===== config.mk =====
export PLATFORM = sky130hd
export DESIGN_NAME = irrpu_top
export DESIGN_NICKNAME = d
export VERILOG_FILES = /design/src/irrpu_pkg.sv /design/src/irrpu_div_tick.sv /design/src/irrpu_top.sv
export SDC_FILE = /design/constraint.sdc
export NUM_CORES = 1
export LEC_CHECK = 0
export BUFFER_PORTS_ARGS = -buffer_cell sky130_fd_sc_hd__buf_2
export CAP_MARGIN = 30
export CELL_PAD_IN_SITES_DETAIL_PLACEMENT = 0
export CELL_PAD_IN_SITES_GLOBAL_PLACEMENT = 1
export CORE_ASPECT_RATIO = 1.2
export CORE_MARGIN = 8
export CORE_UTILIZATION = 35
export CTS_CLUSTER_SIZE = 10
export DETAILED_ROUTE_END_ITERATION = 8
export HOLD_SLACK_MARGIN = 0.1
export PLACE_DENSITY = 0.82
export SKIP_CTS_REPAIR_TIMING = 1
export SYNTH_ARGS = -nofsm -noshare
export SYNTH_HDL_FRONTEND = slang
export SYNTH_HIERARCHICAL = 1
export SYNTH_SLANG_ARGS = --single-unit
export TNS_END_PERCENT = 30

===== constraint.sdc =====
create_clock -name clk_i -period 8.6 [get_ports clk_i]
set_input_delay 2.15 -clock clk_i [delete_from_list [all_inputs] [get_ports clk_i]]
set_output_delay 2.15 -clock clk_i [all_outputs]
set_load 0.02 [all_outputs]

===== src/irrpu_pkg.sv =====
package irrpu_pkg;
  localparam int unsigned CLK_HZ = 50_000_000;
  localparam logic [1:0] ADR_CFG = 2'h0;
  localparam logic [1:0] ADR_CAR = 2'h1;
  localparam logic [1:0] ADR_LCNT = 2'h2;
  localparam logic [1:0] ADR_INT = 2'h3;
  localparam int CFG_RUN_BIT = 0;
  localparam int CFG_DIR_BIT = 1;
  localparam int CFG_LCSEL_LSB = 8;
  localparam int CFG_CGSEL_LSB = 12;
  localparam int CAR_HIGH_LSB = 0;
  localparam int CAR_LOW_LSB = 8;
  localparam int LCNT_VAL_LSB = 0;
  localparam int LCNT_LEVEL_BIT = 8;
  localparam int INT_UF_FLAG_BIT = 0;
  localparam int INT_RISE_FLAG_BIT = 1;
  localparam int INT_FALL_FLAG_BIT = 2;
  localparam int INT_UF_EN_BIT = 8;
  localparam int INT_RISE_EN_BIT = 9;
  localparam int INT_FALL_EN_BIT = 10;
  localparam logic [3:0] DIV_SEL_RESERVED = 4'h0_f;
  localparam logic [3:0] DIV_SEL_RESET = 4'h0_0;
  localparam logic [5:0] CAR_LEN_RESET = 6'h0_0;
  localparam logic [7:0] LEN_RESET = 8'h0_0;
  localparam logic [13:0] PRESCALE_RESET = 14'h0_000;

  typedef struct packed {
    logic [3:0] cg_sel;
    logic [3:0] lc_sel;
    logic dir_rx;
    logic run;
  } irrpu_cfg_t;

  typedef struct packed {
    logic uf;
    logic rise;
    logic fall;
  } irrpu_evt_t;
endpackage


===== src/irrpu_div_tick.sv =====
`timescale 1ns/1ps
// Produces a one-cycle tick every 2**sel input clocks off a shared prescaler; sel 15 is reserved and never ticks.
module irrpu_div_tick
  import irrpu_pkg::*;
(
  input wire logic [13:0] prescale_i,
  input wire logic [3:0] sel_i,
  output logic tick_o
);
  logic [13:0] mask;

  always_comb begin
    mask = 14'((32'h0000_0001 << sel_i) - 32'h0000_0001);
    if (sel_i == DIV_SEL_RESERVED) begin
      tick_o = 1'b0;
    end else begin
      tick_o = ((prescale_i & mask) == mask);
    end
  end
endmodule


===== src/irrpu_top.sv =====
`timescale 1ns/1ps
module irrpu_top
  import irrpu_pkg::*;
(
  input wire logic clk_i,
  input wire logic rst_i,
  input wire logic wb_cyc_i,
  input wire logic wb_stb_i,
  input wire logic wb_we_i,
  input wire logic [3:0] wb_adr_i,
  input wire logic [3:0] wb_sel_i,
  input wire logic [31:0] wb_dat_i,
  output logic [31:0] wb_dat_o,
  output logic wb_ack_o,
  input wire logic ir_receive_input_i,
  output logic ir_transmit_output_o,
  output logic irq_o
);
  irrpu_cfg_t cfg_q, cfg_d;
  logic [5:0] car_high_q, car_high_d, car_low_q, car_low_d;
  logic [7:0] len_q, len_d;
  logic tx_level_q, tx_level_d;
  logic counting_q, counting_d;
  irrpu_evt_t flag_q, flag_d, en_q, en_d, evt;
  logic ack_q, ack_d;
  logic [31:0] rdat_q, rdat_d;
  logic [13:0] pre_q, pre_d;
  logic [5:0] car_cnt_q, car_cnt_d;
  logic car_phase_q, car_phase_d;
  logic sync1_q, sync2_q;
  logic samp_q, samp_d, lvl_q, lvl_d;
  logic out_q, out_d;
  logic cg_tick, lc_tick;
  logic wr, rd_sel, len_wr, lo_en, hi_en;
  logic [1:0] widx;

  irrpu_div_tick u_cg_div (
    .prescale_i(pre_q),
    .sel_i(cfg_q.cg_sel),
    .tick_o(cg_tick)
  );

  irrpu_div_tick u_lc_div (
    .prescale_i(pre_q),
    .sel_i(cfg_q.lc_sel),
    .tick_o(lc_tick)
  );

  // Bus decode; byte lanes 0 and 1 carry the 16-bit registers.
  always_comb begin
    widx = wb_adr_i[3:2];
    wr = wb_cyc_i && wb_stb_i && wb_we_i && !ack_q;
    rd_sel = wb_cyc_i && wb_stb_i && !ack_q;
    lo_en = wb_sel_i[0];
    hi_en = wb_sel_i[1];
    len_wr = wr && (widx == ADR_LCNT) && lo_en;
  end

  always_comb begin
    cfg_d = cfg_q;
    car_high_d = car_high_q;
    car_low_d = car_low_q;
    tx_level_d = tx_level_q;
    en_d = en_q;
    ack_d = rd_sel;
    rdat_d = rdat_q;
    if (wr) begin
      unique case (widx)
        ADR_CFG: begin
          if (lo_en) begin
            cfg_d.run = wb_dat_i[CFG_RUN_BIT];
            cfg_d.dir_rx = wb_dat_i[CFG_DIR_BIT];
          end
          if (hi_en) begin
            cfg_d.lc_sel = wb_dat_i[CFG_LCSEL_LSB +: 4];
            cfg_d.cg_sel = wb_dat_i[CFG_CGSEL_LSB +: 4];
          end
        end
        ADR_CAR: begin
          if (lo_en) begin
            car_high_d = wb_dat_i[CAR_HIGH_LSB +: 6];
          end
          if (hi_en) begin
            car_low_d = wb_dat_i[CAR_LOW_LSB +: 6];
          end
        end
        ADR_LCNT: begin
          if (hi_en) begin
            tx_level_d = wb_dat_i[LCNT_LEVEL_BIT];
          end
        end
        ADR_INT: begin
          if (hi_en) begin
            en_d.uf = wb_dat_i[INT_UF_EN_BIT];
            en_d.rise = wb_dat_i[INT_RISE_EN_BIT];
            en_d.fall = wb_dat_i[INT_FALL_EN_BIT];
          end
        end
      endcase
    end
    if (rd_sel) begin
      rdat_d = 32'h0000_0000;
      unique case (widx)
        ADR_CFG: begin
          rdat_d[CFG_RUN_BIT] = cfg_q.run;
          rdat_d[CFG_DIR_BIT] = cfg_q.dir_rx;
          rdat_d[CFG_LCSEL_LSB +: 4] = cfg_q.lc_sel;
          rdat_d[CFG_CGSEL_LSB +: 4] = cfg_q.cg_sel;
        end
        ADR_CAR: begin
          rdat_d[CAR_HIGH_LSB +: 6] = car_high_q;
          rdat_d[CAR_LOW_LSB +: 6] = car_low_q;
        end
        ADR_LCNT: begin
          rdat_d[LCNT_VAL_LSB +: 8] = len_q;
          rdat_d[LCNT_LEVEL_BIT] = cfg_q.dir_rx ? lvl_q : tx_level_q;
        end
        ADR_INT: begin
          rdat_d[INT_UF_FLAG_BIT] = flag_q.uf;
          rdat_d[INT_RISE_FLAG_BIT] = flag_q.rise;
          rdat_d[INT_FALL_FLAG_BIT] = flag_q.fall;
          rdat_d[INT_UF_EN_BIT] = en_q.uf;
          rdat_d[INT_RISE_EN_BIT] = en_q.rise;
          rdat_d[INT_FALL_EN_BIT] = en_q.fall;
        end
      endcase
    end
  end

  // Shared prescaler; it restarts whenever the unit is halted.
  always_comb begin
    pre_d = cfg_q.run ? pre_q + 14'h0_001 : PRESCALE_RESET;
  end

  // Carrier generator.
  always_comb begin
    car_cnt_d = car_cnt_q;
    car_phase_d = car_phase_q;
    if (!cfg_q.run) begin
      car_cnt_d = 6'h0_0;
      car_phase_d = 1'b1;
    end else if (cg_tick) begin
      if (car_cnt_q == (car_phase_q ? car_high_q : car_low_q)) begin
        car_cnt_d = 6'h0_0;
        car_phase_d = !car_phase_q;
      end else begin
        car_cnt_d = car_cnt_q + 6'h0_1;
      end
    end
  end

  // Length counter; a write reloads and restarts it at once.
  always_comb begin
    len_d = len_q;
    counting_d = counting_q;
    evt = '0;
    if (len_wr) begin
      len_d = wb_dat_i[LCNT_VAL_LSB +: 8];
      counting_d = 1'b1;
    end else if (cfg_q.run && counting_q && lc_tick) begin
      if (len_q <= 8'h0_1) begin
        len_d = 8'h0_0;
        counting_d = 1'b0;
        evt.uf = 1'b1;
      end else begin
        len_d = len_q - 8'h0_1;
      end
    end
    // Receive edge filter: a new level must match on two samples.
    samp_d = samp_q;
    lvl_d = lvl_q;
    if (cfg_q.run && cfg_q.dir_rx && cg_tick) begin
      samp_d = sync2_q;
      if (samp_q == sync2_q && sync2_q != lvl_q) begin
        lvl_d = sync2_q;
        evt.rise = sync2_q;
        evt.fall = !sync2_q;
      end
    end
  end

  // Flags: hardware set wins over a write-one clear.
  always_comb begin
    flag_d = flag_q;
    if (wr && widx == ADR_INT && lo_en) begin
      if (wb_dat_i[INT_UF_FLAG_BIT]) flag_d.uf = 1'b0;
      if (wb_dat_i[INT_RISE_FLAG_BIT]) flag_d.rise = 1'b0;
      if (wb_dat_i[INT_FALL_FLAG_BIT]) flag_d.fall = 1'b0;
    end
    flag_d = flag_d | evt;
    out_d = cfg_q.run && !cfg_q.dir_rx && tx_level_q && car_phase_q;
  end

  always_ff @(posedge clk_i) begin
    sync1_q <= ir_receive_input_i;
    sync2_q <= sync1_q;
    if (rst_i) begin
      cfg_q <= '{cg_sel: DIV_SEL_RESET, lc_sel: DIV_SEL_RESET, dir_rx: 1'b0, run: 1'b0};
      car_high_q <= CAR_LEN_RESET;
      car_low_q <= CAR_LEN_RESET;
      len_q <= LEN_RESET;
      tx_level_q <= 1'b0;
      counting_q <= 1'b0;
      flag_q <= '0;
      en_q <= '0;
      ack_q <= 1'b0;
      rdat_q <= 32'h0000_0000;
      pre_q <= PRESCALE_RESET;
      car_cnt_q <= 6'h0_0;
      car_phase_q <= 1'b1;
      samp_q <= 1'b0;
      lvl_q <= 1'b0;
      out_q <= 1'b0;
    end else begin
      cfg_q <= cfg_d;
      car_high_q <= car_high_d;
      car_low_q <= car_low_d;
      len_q <= len_d;
      tx_level_q <= tx_level_d;
      counting_q <= counting_d;
      flag_q <= flag_d;
      en_q <= en_d;
      ack_q <= ack_d;
      rdat_q <= rdat_d;
      pre_q <= pre_d;
      car_cnt_q <= car_cnt_d;
      car_phase_q <= car_phase_d;
      samp_q <= samp_d;
      lvl_q <= lvl_d;
      out_q <= out_d;
    end
  end

  assign wb_ack_o = ack_q;
  assign wb_dat_o = rdat_q;
  assign ir_transmit_output_o = out_q;
  assign irq_o = |(flag_q & en_q);
endmodule


### Word level (Yosys, flattened, before mapping)

Cells that the tools add are included.

| storage, ports and cells | value |
|---|---|
| register bits after elaboration | 81 |
| word-level logic and storage cells | 110 |

| operators by class | value |
|---|---|
| add/subtract/negate cells | 5 |
| order comparisons | 1 |
| eq/ne operators | 10 |
| shift operators | 2 |
| multiplexer cells | 28 |
| bitwise gates (word level) | 5 |
| reductions and logical operators | 34 |

Operator list:

| operator | count |
|---|---|
| $and A14 B14 Y14 | 2 |
| $eq A14 B14 Y1 | 2 |
| $shl A1 B4 Y14 const A | 2 |
| $sub A14 B1 Y14 const B | 2 |
| $mux W8 | 3 |
| $reduce_and A3 Y1 | 6 |
| $logic_and A1 B1 Y1 | 16 |
| $add A14 B1 Y14 const B | 1 |
| $mux W1 | 12 |
| $mux W6 | 2 |
| $pmux W3 S2 | 2 |
| $eq A4 B4 Y1 const B | 2 |
| $le A8 B1 Y1 const B | 1 |
| $mux W2 | 4 |
| $pmux W2 S4 | 1 |
| $sub A8 B1 Y8 const B | 1 |
| $add A6 B1 Y6 const B | 1 |
| $eq A6 B6 Y1 | 1 |
| $pmux W2 S3 | 1 |
| $reduce_and A2 Y1 | 3 |
| $eq A2 B2 Y1 const B | 2 |
| $logic_not A1 Y1 | 4 |
| $pmux W1 S4 | 1 |
| $reduce_bool A2 Y1 | 2 |
| 11 further kinds | 11 |

### Logic depth before layout (Yosys ltp)

Gate-level depths: netlist of the first run.

| logic depth | value |
|---|---|
| depth after elaboration | 9 |
| mapped depth | 15 |
| mapped depth without buffers | 13 |

### Hierarchy

The synthesis of the first run kept the hierarchy.

By module, submodules not included:

| module | times used | cells each | area each (um^2) | sequential area each (um^2) |
|---|---|---|---|---|
| irrpu_top | 1 | 435 | 3654.8 | 1621.6 |
| irrpu_div_tick | 2 | 57 | 356.6 | 0.0 |

### Least setup slack after synthesis of the first run

No wires, ideal clock.

| path | value |
|---|---|
| path type | input to register |
| start point | input wb_adr_i[3] |
| end point | register car_high_q[5] |
| setup time | 70 ps |
| data arrival time | 3344 ps |
| setup slack | 5186 ps |
| cell stages on the path | 7 |
| path through | inv_1 ha_1 clkbuf_1 clkbuf_1 buf_1 nand3_1 a21oi_1 |

| between the ends | value |
|---|---|
| longest elaborated chain between the ends | 2 |

Ends and longest elaborated chain:

| item | line | text |
|---|---|---|
| start, declared | irrpu_top.sv:10 | `input wire logic [3:0] wb_adr_i,` |
| $eq A2 B1 Y1 | irrpu_top.sv:68 | `unique case (widx)` |
| $reduce_and A3 Y1 (no source line) | - |  |
| end signal, assigned | irrpu_top.sv:216 | `car_high_q <= car_high_d;` |
| end, declared | irrpu_top.sv:20 | `logic [5:0] car_high_q, car_high_d, car_low_q, car_low_d;` |

No other way between the ends.
A chain may end at the register's enable or synchronous reset.

### Worst setup path in the final report of the first run

| path | value |
|---|---|
| start point | input wb_stb_i |
| end point | register flag_q[2] in the netlist's numbering |

| between the ends | value |
|---|---|
| longest elaborated chain between the ends | 7 |
| elaborated cells on any way between the ends | 10 |

Ends and longest elaborated chain:

| item | line | text |
|---|---|---|
| start, declared | irrpu_top.sv:8 | `input wire logic wb_stb_i,` |
| $logic_and A1 B1 Y1 * (3 in a row) | irrpu_top.sv:52 | `wr = wb_cyc_i && wb_stb_i && wb_we_i && !ack_q;` |
| $logic_and A1 B1 Y1, on equally long branches (2 in a row) | irrpu_top.sv:185, irrpu_top.sv:56 |  |
| $mux W3 or $mux W1 (tied branches) | irrpu_top.sv:185, irrpu_top.sv:157 |  |
| $or A3 B3 Y3 * | irrpu_top.sv:190 | `flag_d = flag_d \| evt;` |
| end signal, assigned | irrpu_top.sv:221 | `flag_q <= flag_d;` |
| end, declared | irrpu_top.sv:24 | `irrpu_evt_t flag_q, flag_d, en_q, en_d, evt;` |

Every way passes the cells marked *; elsewhere a longest branch is shown, timed or not.

==> out/results.ini, run 1 <==
[status]
status=finished clean

[setup_path]
required_ps=8810
reg2reg_depth=12
endpoint_kind=flop
worstSetupStartpointType=input pin
path_class=in -> reg
cp.arrival_ps=4070
worstPathCellList=buf_2 > and3b_1 > and3_1 > nand2_1 > a32oi_1 > nor2_1
critPathSlowestCell=and3_1
max_stage_delay_ps=490
crit_fanout=18

[power]
power.density_nw_per_um2=174
p_clk_share_pct=48.3
p_int_uw=657
combPwrFrac_pct=6.9
seqPwrFrac_pct=44.8
p_sw_uw=194
p_sw_share_pct=22.8
leakagePower_uw=0.00180
ir_worst_vdd_mv=0.0813

[die]
start_util_pct=35.9
boundaryPins=81
fp.dieH_um=138
rows=44
dieArea_um2=16300
core_um2=12200
dieWidth_um=118

[routing]
drtAntennaViolNets=0
routed_wl_mm=11.6
dr.first_iter.drc_count=344
routedWlPerCell_um=15.8
first_pass_iters=6
viasPerCell=5.42
drc=0
vias=3992

[placed_design]
gp_congestion=0.868
dp_hpwl_mm=8.38
placed_area_um2=4570
io_buffers=44

[logic_synthesis]
ys_types=51
synth.area.top_cells=dfxtp_1 37%, a21oi_1 7.1%, nand2_1 5.9%, nand3_1 5.3%, nor2_1 4.3%
synth-xor-area-share_pct=4.61
synth_fa_ha_area_share_pct=3.15
yosys.area.top_type=dfxtp_1
muxShareOfSynthArea_pct=3.47
ys_seq_area_share_pct=37.1
syn_inst=549
synthFlopType=dfxtp_1
synth_most_common_cell=dfxtp_1
synth_area_um2=4370
synth-edff-count=0
ys_top_cells_by_count=81 x dfxtp_1, 69 x nand2_1, 62 x a21oi_1
netlist.area_leader.share_pct=37.1
synth-async-reset-ratio_pct=0
ys_warn_count=6
synth_top_family_by_area=simple AND/OR/NAND/NOR gates
synth_compound_area_share_pct=16.1
synth_seq_cells=81
synth-simple-area-share_pct=27.4
syn_avg_cell_area_um2=7.96

[global_route]
grt_pass1_wl_mm=19.0
grt_max_degree=46
grt_usage_pct=14.0
antenna_found_initial=0
first_global_vias=3818
overflow=0

[clock_tree]
clock_latency_ps=330
cts_max_level=3
cts_tree=built
root_buffer=clkbuf_16
numCtsBuffers=9
clk_pin_slew_ps=60
cts_buffer_depth=2
clock_sinks=81

[timing]
hold_viol=0
finalClockSkew_ps=6.13
min_period_ps=3860
tightest_slew_ps=934
final_max_slew_viol_count=0
tns_ps=0
final.period_utilization_pct=44.9
rsz0062_at_grt=false
maxSlewHeadroom_pct=37.6
fmax_mhz=259
timing.final.setup_violations=0

[layout]
antenna_cells=0
final_nets=629
nFillCells=1265
multi_input_area_um2=2450
regArea_um2=1620
design_area_um2=4880
area_growth_syn_to_layout_pct=11.7
drive_gt1_share_pct=12.5

[run]
drv_cap=0

[worst_hold_path]
hold_class=reg -> reg
hold_depth=0

-- area by class of cell --
cell class	instances	share of cell area, %
multi-input cells	421	50.2
clock buffers	12	5.05
flip-flops and latches	81	33.2
clock inverters	3	1.33
inverters	14	1.08
repair buffers	45	4.92
well taps	161	4.13
-- state kept, by name (all words and copies together) (netlist names), 3 cells and up --
name,count
car_low_q,6
wb_dat_o,16
pre_q,14
car_cnt_q,6
flag_q,3
car_high_q,6
cfg_q,10
en_q,3
len_q,8
-- through the flow --
| step | worst slack, ps | std cells | power (µW) | hold WS [ps] | utilization, % |
|---|---|---|---|---|---|
| final | 4740 | 737 | 851 | 325 | 40.1 |
| after global routing | 4540 | 737 | 880 | 348 | 40.1 |
| after CTS | 4750 | 737 | 856 | 327 | 40.1 |
| after detailed placement | 4430 | 722 | 447 | 313 | 37.5 |
| after global placement | 4420 | 721 | 445 | 314 | 37.4 |
| after floorplan | 5190 | 564 | 435 | 310 | - |
-- kinds of logic (layout without fill, tap and decap cells) --
group,Yosys count,in the layout
DFF,81,81
adders and majority gates,11,11
and+or+nand+nor,241,241
buffers and inverters,62,74
AOI/OAI and AO/OA,115,115
other,1,16
xor gates and xnor gates,23,23
muxes,15,15
-- worst paths after layout --
path	startpoint	endpoint	slack [ps]
max	wb_stb_i	flag_q[2]$_SDFF_PP0_	4740
min	sync1_q$_DFF_P_	sync2_q$_DFF_P_	330
max reg2reg	cfg_q[8]$_SDFFE_PP0P_	lvl_q$_SDFFE_PP0P_	5010
min reg2reg	sync1_q$_DFF_P_	sync2_q$_DFF_P_	330
-- cells in the final DEF, fill, tap and decap left out, types with 5 or more instances in the layout --
cell type	netlist	final
a211oi_1	6	6
a21oi_1	62	62
a221oi_1	5	5
a222oi_1	6	6
buf_2	1	44
clkbuf_16	0	9
conb_1	1	16
dfxtp_1	81	81
ha_1	11	11
inv_1	14	14
mux2i_1	14	14
nand2_1	69	69
nand3_1	46	46
nand4_1	13	13
nor2_1	50	50
nor3_1	16	16
o21ai_0	15	15
or3_1	7	7
xor2_1	19	19
-- layer usage --
metal / vias to the layer above / GRT usage [%] / share of wire (%) / routed length, µm
li1: 1963 / - / - / -
met1: 1898 / 16.1 / 42 / 4870
met2: 113 / 25.1 / 52 / 6080
met3: 18 / 2.57 / 4.3 / 495
met4: 0 / 5.41 / 1.7 / 195
met5: - / 0 / 0 / 0
-- power groups by stage --
stage / Clock, µW / Sequential, µW / Combinational, µW
6_report: 410 / 381 / 58.7
5_1_grt: 434 / 382 / 64.1
4_1_cts: 417 / 381 / 57.7
3_5_place_dp: 0 / 390 / 57.5
3_3_place_gp: 0 / 390 / 55.5
2_1_floorplan: 0 / 390 / 44.8
-- critical path: cells and delay by family --
kind	cells	cell delay [ps]
compound gates	1	330
buf+inv	1	80
simple gates	4	1510
Note: power is estimated with default switching activity, not from simulation.
==> run 2: changes to the inputs <==
==> constraint.sdc (replaced) <==
create_clock -name clk_i -period 3.6 [get_ports clk_i]
set_input_delay 0.9 -clock clk_i [delete_from_list [all_inputs] [get_ports clk_i]]
set_output_delay 0.9 -clock clk_i [all_outputs]
set_load 0.02 [all_outputs]
==> out/results.ini, run 2 (same netlist as run 1, synthesis figures left out) <==
[status]
status=finished clean

[setup_path]
critPathTopFamily=simple AND/OR/NAND/NOR gates
max_stage_delay_ps=470
critPathSlowestCell=or4_1
path_class=reg -> reg
critPathBufInv=0
worstPathCellList=nor2_2 > nand2_1 > ha_2 > nand2_1 > o22ai_1 > nor3_2 > nand4_1 > nor4_2 > nand3_1 > or4_1 > nor3_1 > a21oi_1 > a211oi_1
worstSetupStartpointType=flop
endpoint_kind=flop
cp_common_cell=nand2_1
crit_fanout=12
required_ps=3860
cp.arrival_ps=3500

[worst_hold_path]
hold_class=reg -> reg

[clock_tree]
cts_buffer_depth=2
clock_sinks=81
root_buffer=clkbuf_16
clk_pin_slew_ps=60
cts_tree=built
cts_max_level=3
clock_latency_ps=340
numCtsBuffers=9

[layout]
area_growth_syn_to_layout_pct=13.5
finalNonFillerCells=752
antenna_cells=0
design_area_um2=4960
final_cell_mix=81 x dfxtp_1, 69 x nand2_1, 62 x a21oi_1, 50 x nor2_1, 46 x nand3_1
largest_reg_flops=16
final_util_pct=40.7
drive_gt1_share_pct=15.1
final_nets=643
final_common_cell=dfxtp_1

[timing]
hold_viol=0
tightest_slew_ps=616
fmax_mhz=309
final_max_slew_viol_count=0
min_period_ps=3240
finalClockSkew_ps=8.63
rsz0062_at_grt=false
tns_ps=0
timing.final.setup_violations=0
final.period_utilization_pct=89.9
maxSlewHeadroom_pct=58.9

[placed_design]
dp_hpwl_mm=8.75
dp_cells=736
placed_area_um2=4660
io_buffers=44
gp_congestion=0.916

[die]
core_um2=12200
dieArea_um2=16300
rows=44
fp.dieH_um=138
start_util_pct=35.9
boundaryPins=81
dieWidth_um=118

[power]
p_clk_share_pct=46.4
combPwrFrac_pct=7.5
seqPwrFrac_pct=46.1
power.density_nw_per_um2=398
ir_worst_vdd_mv=0.194
leakagePower_uw=0.00185
p_sw_share_pct=24.5
p_sw_uw=484
p_int_uw=1490

[global_route]
grt_usage_pct=14.1
grt_pass1_wl_mm=18.9
grt_max_degree=36
antenna_found_initial=0
first_global_vias=3823
overflow=0

[routing]
viasPerCell=5.33
routed_wl_mm=11.7
vias=4007
routedWlPerCell_um=15.6
drc=0
drtAntennaViolNets=0
dr.first_iter.drc_count=322
first_pass_iters=6

[run]
drv_cap=0

==> run 2: changes by cell type in the layout (fill, tap and decap cells not counted), sizes merged <==
cell,delta
buf,+14
clkinvlp,+3
clkbuf,-2
bufinv,-1
inv,+1
==> run 2: final cells by class <==
class | count | area [µm²]
Clock buffer | 10 | 229
Inverter | 14 | 52.6
Fill cell | 1254 | 7210
Timing Repair Buffer | 59 | 333
Sequential cell | 81 | 1620
Multi-Input combinational cell | 421 | 2450
Tap cell | 161 | 201
Clock inverter | 6 | 66.3
==> run 2: final timing paths <==
kind,to,slack [ps],cells after the start,from
setup / recovery,len_q[3]$_SDFFE_PP0P_,360,13,cfg_q[2]$_SDFFE_PP0P_
hold / removal,sync2_q$_DFF_P_,330,0,sync1_q$_DFF_P_
hold reg to reg,sync2_q$_DFF_P_,330,0,sync1_q$_DFF_P_
setup reg to reg,len_q[3]$_SDFFE_PP0P_,360,13,cfg_q[2]$_SDFFE_PP0P_
==> run 2: per-stage QoR <==
stage	hold slack, ps	setup slack, ps	total power (µW)
final	332	363	1970
after global routing	345	109	2050
after CTS	332	316	2000
after detailed placement	318	341	1080
after global placement	313	388	1070
after floorplan	310	746	1040
==> run 2: power by group through the flow <==
stage	Combinational, µW	Clock [µW]	Sequential [µW]
2_1_floorplan	107	0	932
3_3_place_gp	145	0	930
3_5_place_dp	146	0	930
4_1_cts	147	939	910
5_1_grt	163	979	910
6_report	149	915	910
==> run 2: layer usage <==
| layer | up-vias | wire length [µm] | GRT usage [%] |
|---|---|---|---|
| met1 | 1914 | 4740 | 14.9 |
| met2 | 96 | 6180 | 25.7 |
| met5 | - | 0 | 0 |
| met4 | 0 | 221 | 6.01 |
| li1 | 1983 | - | - |
| met3 | 14 | 558 | 3.67 |
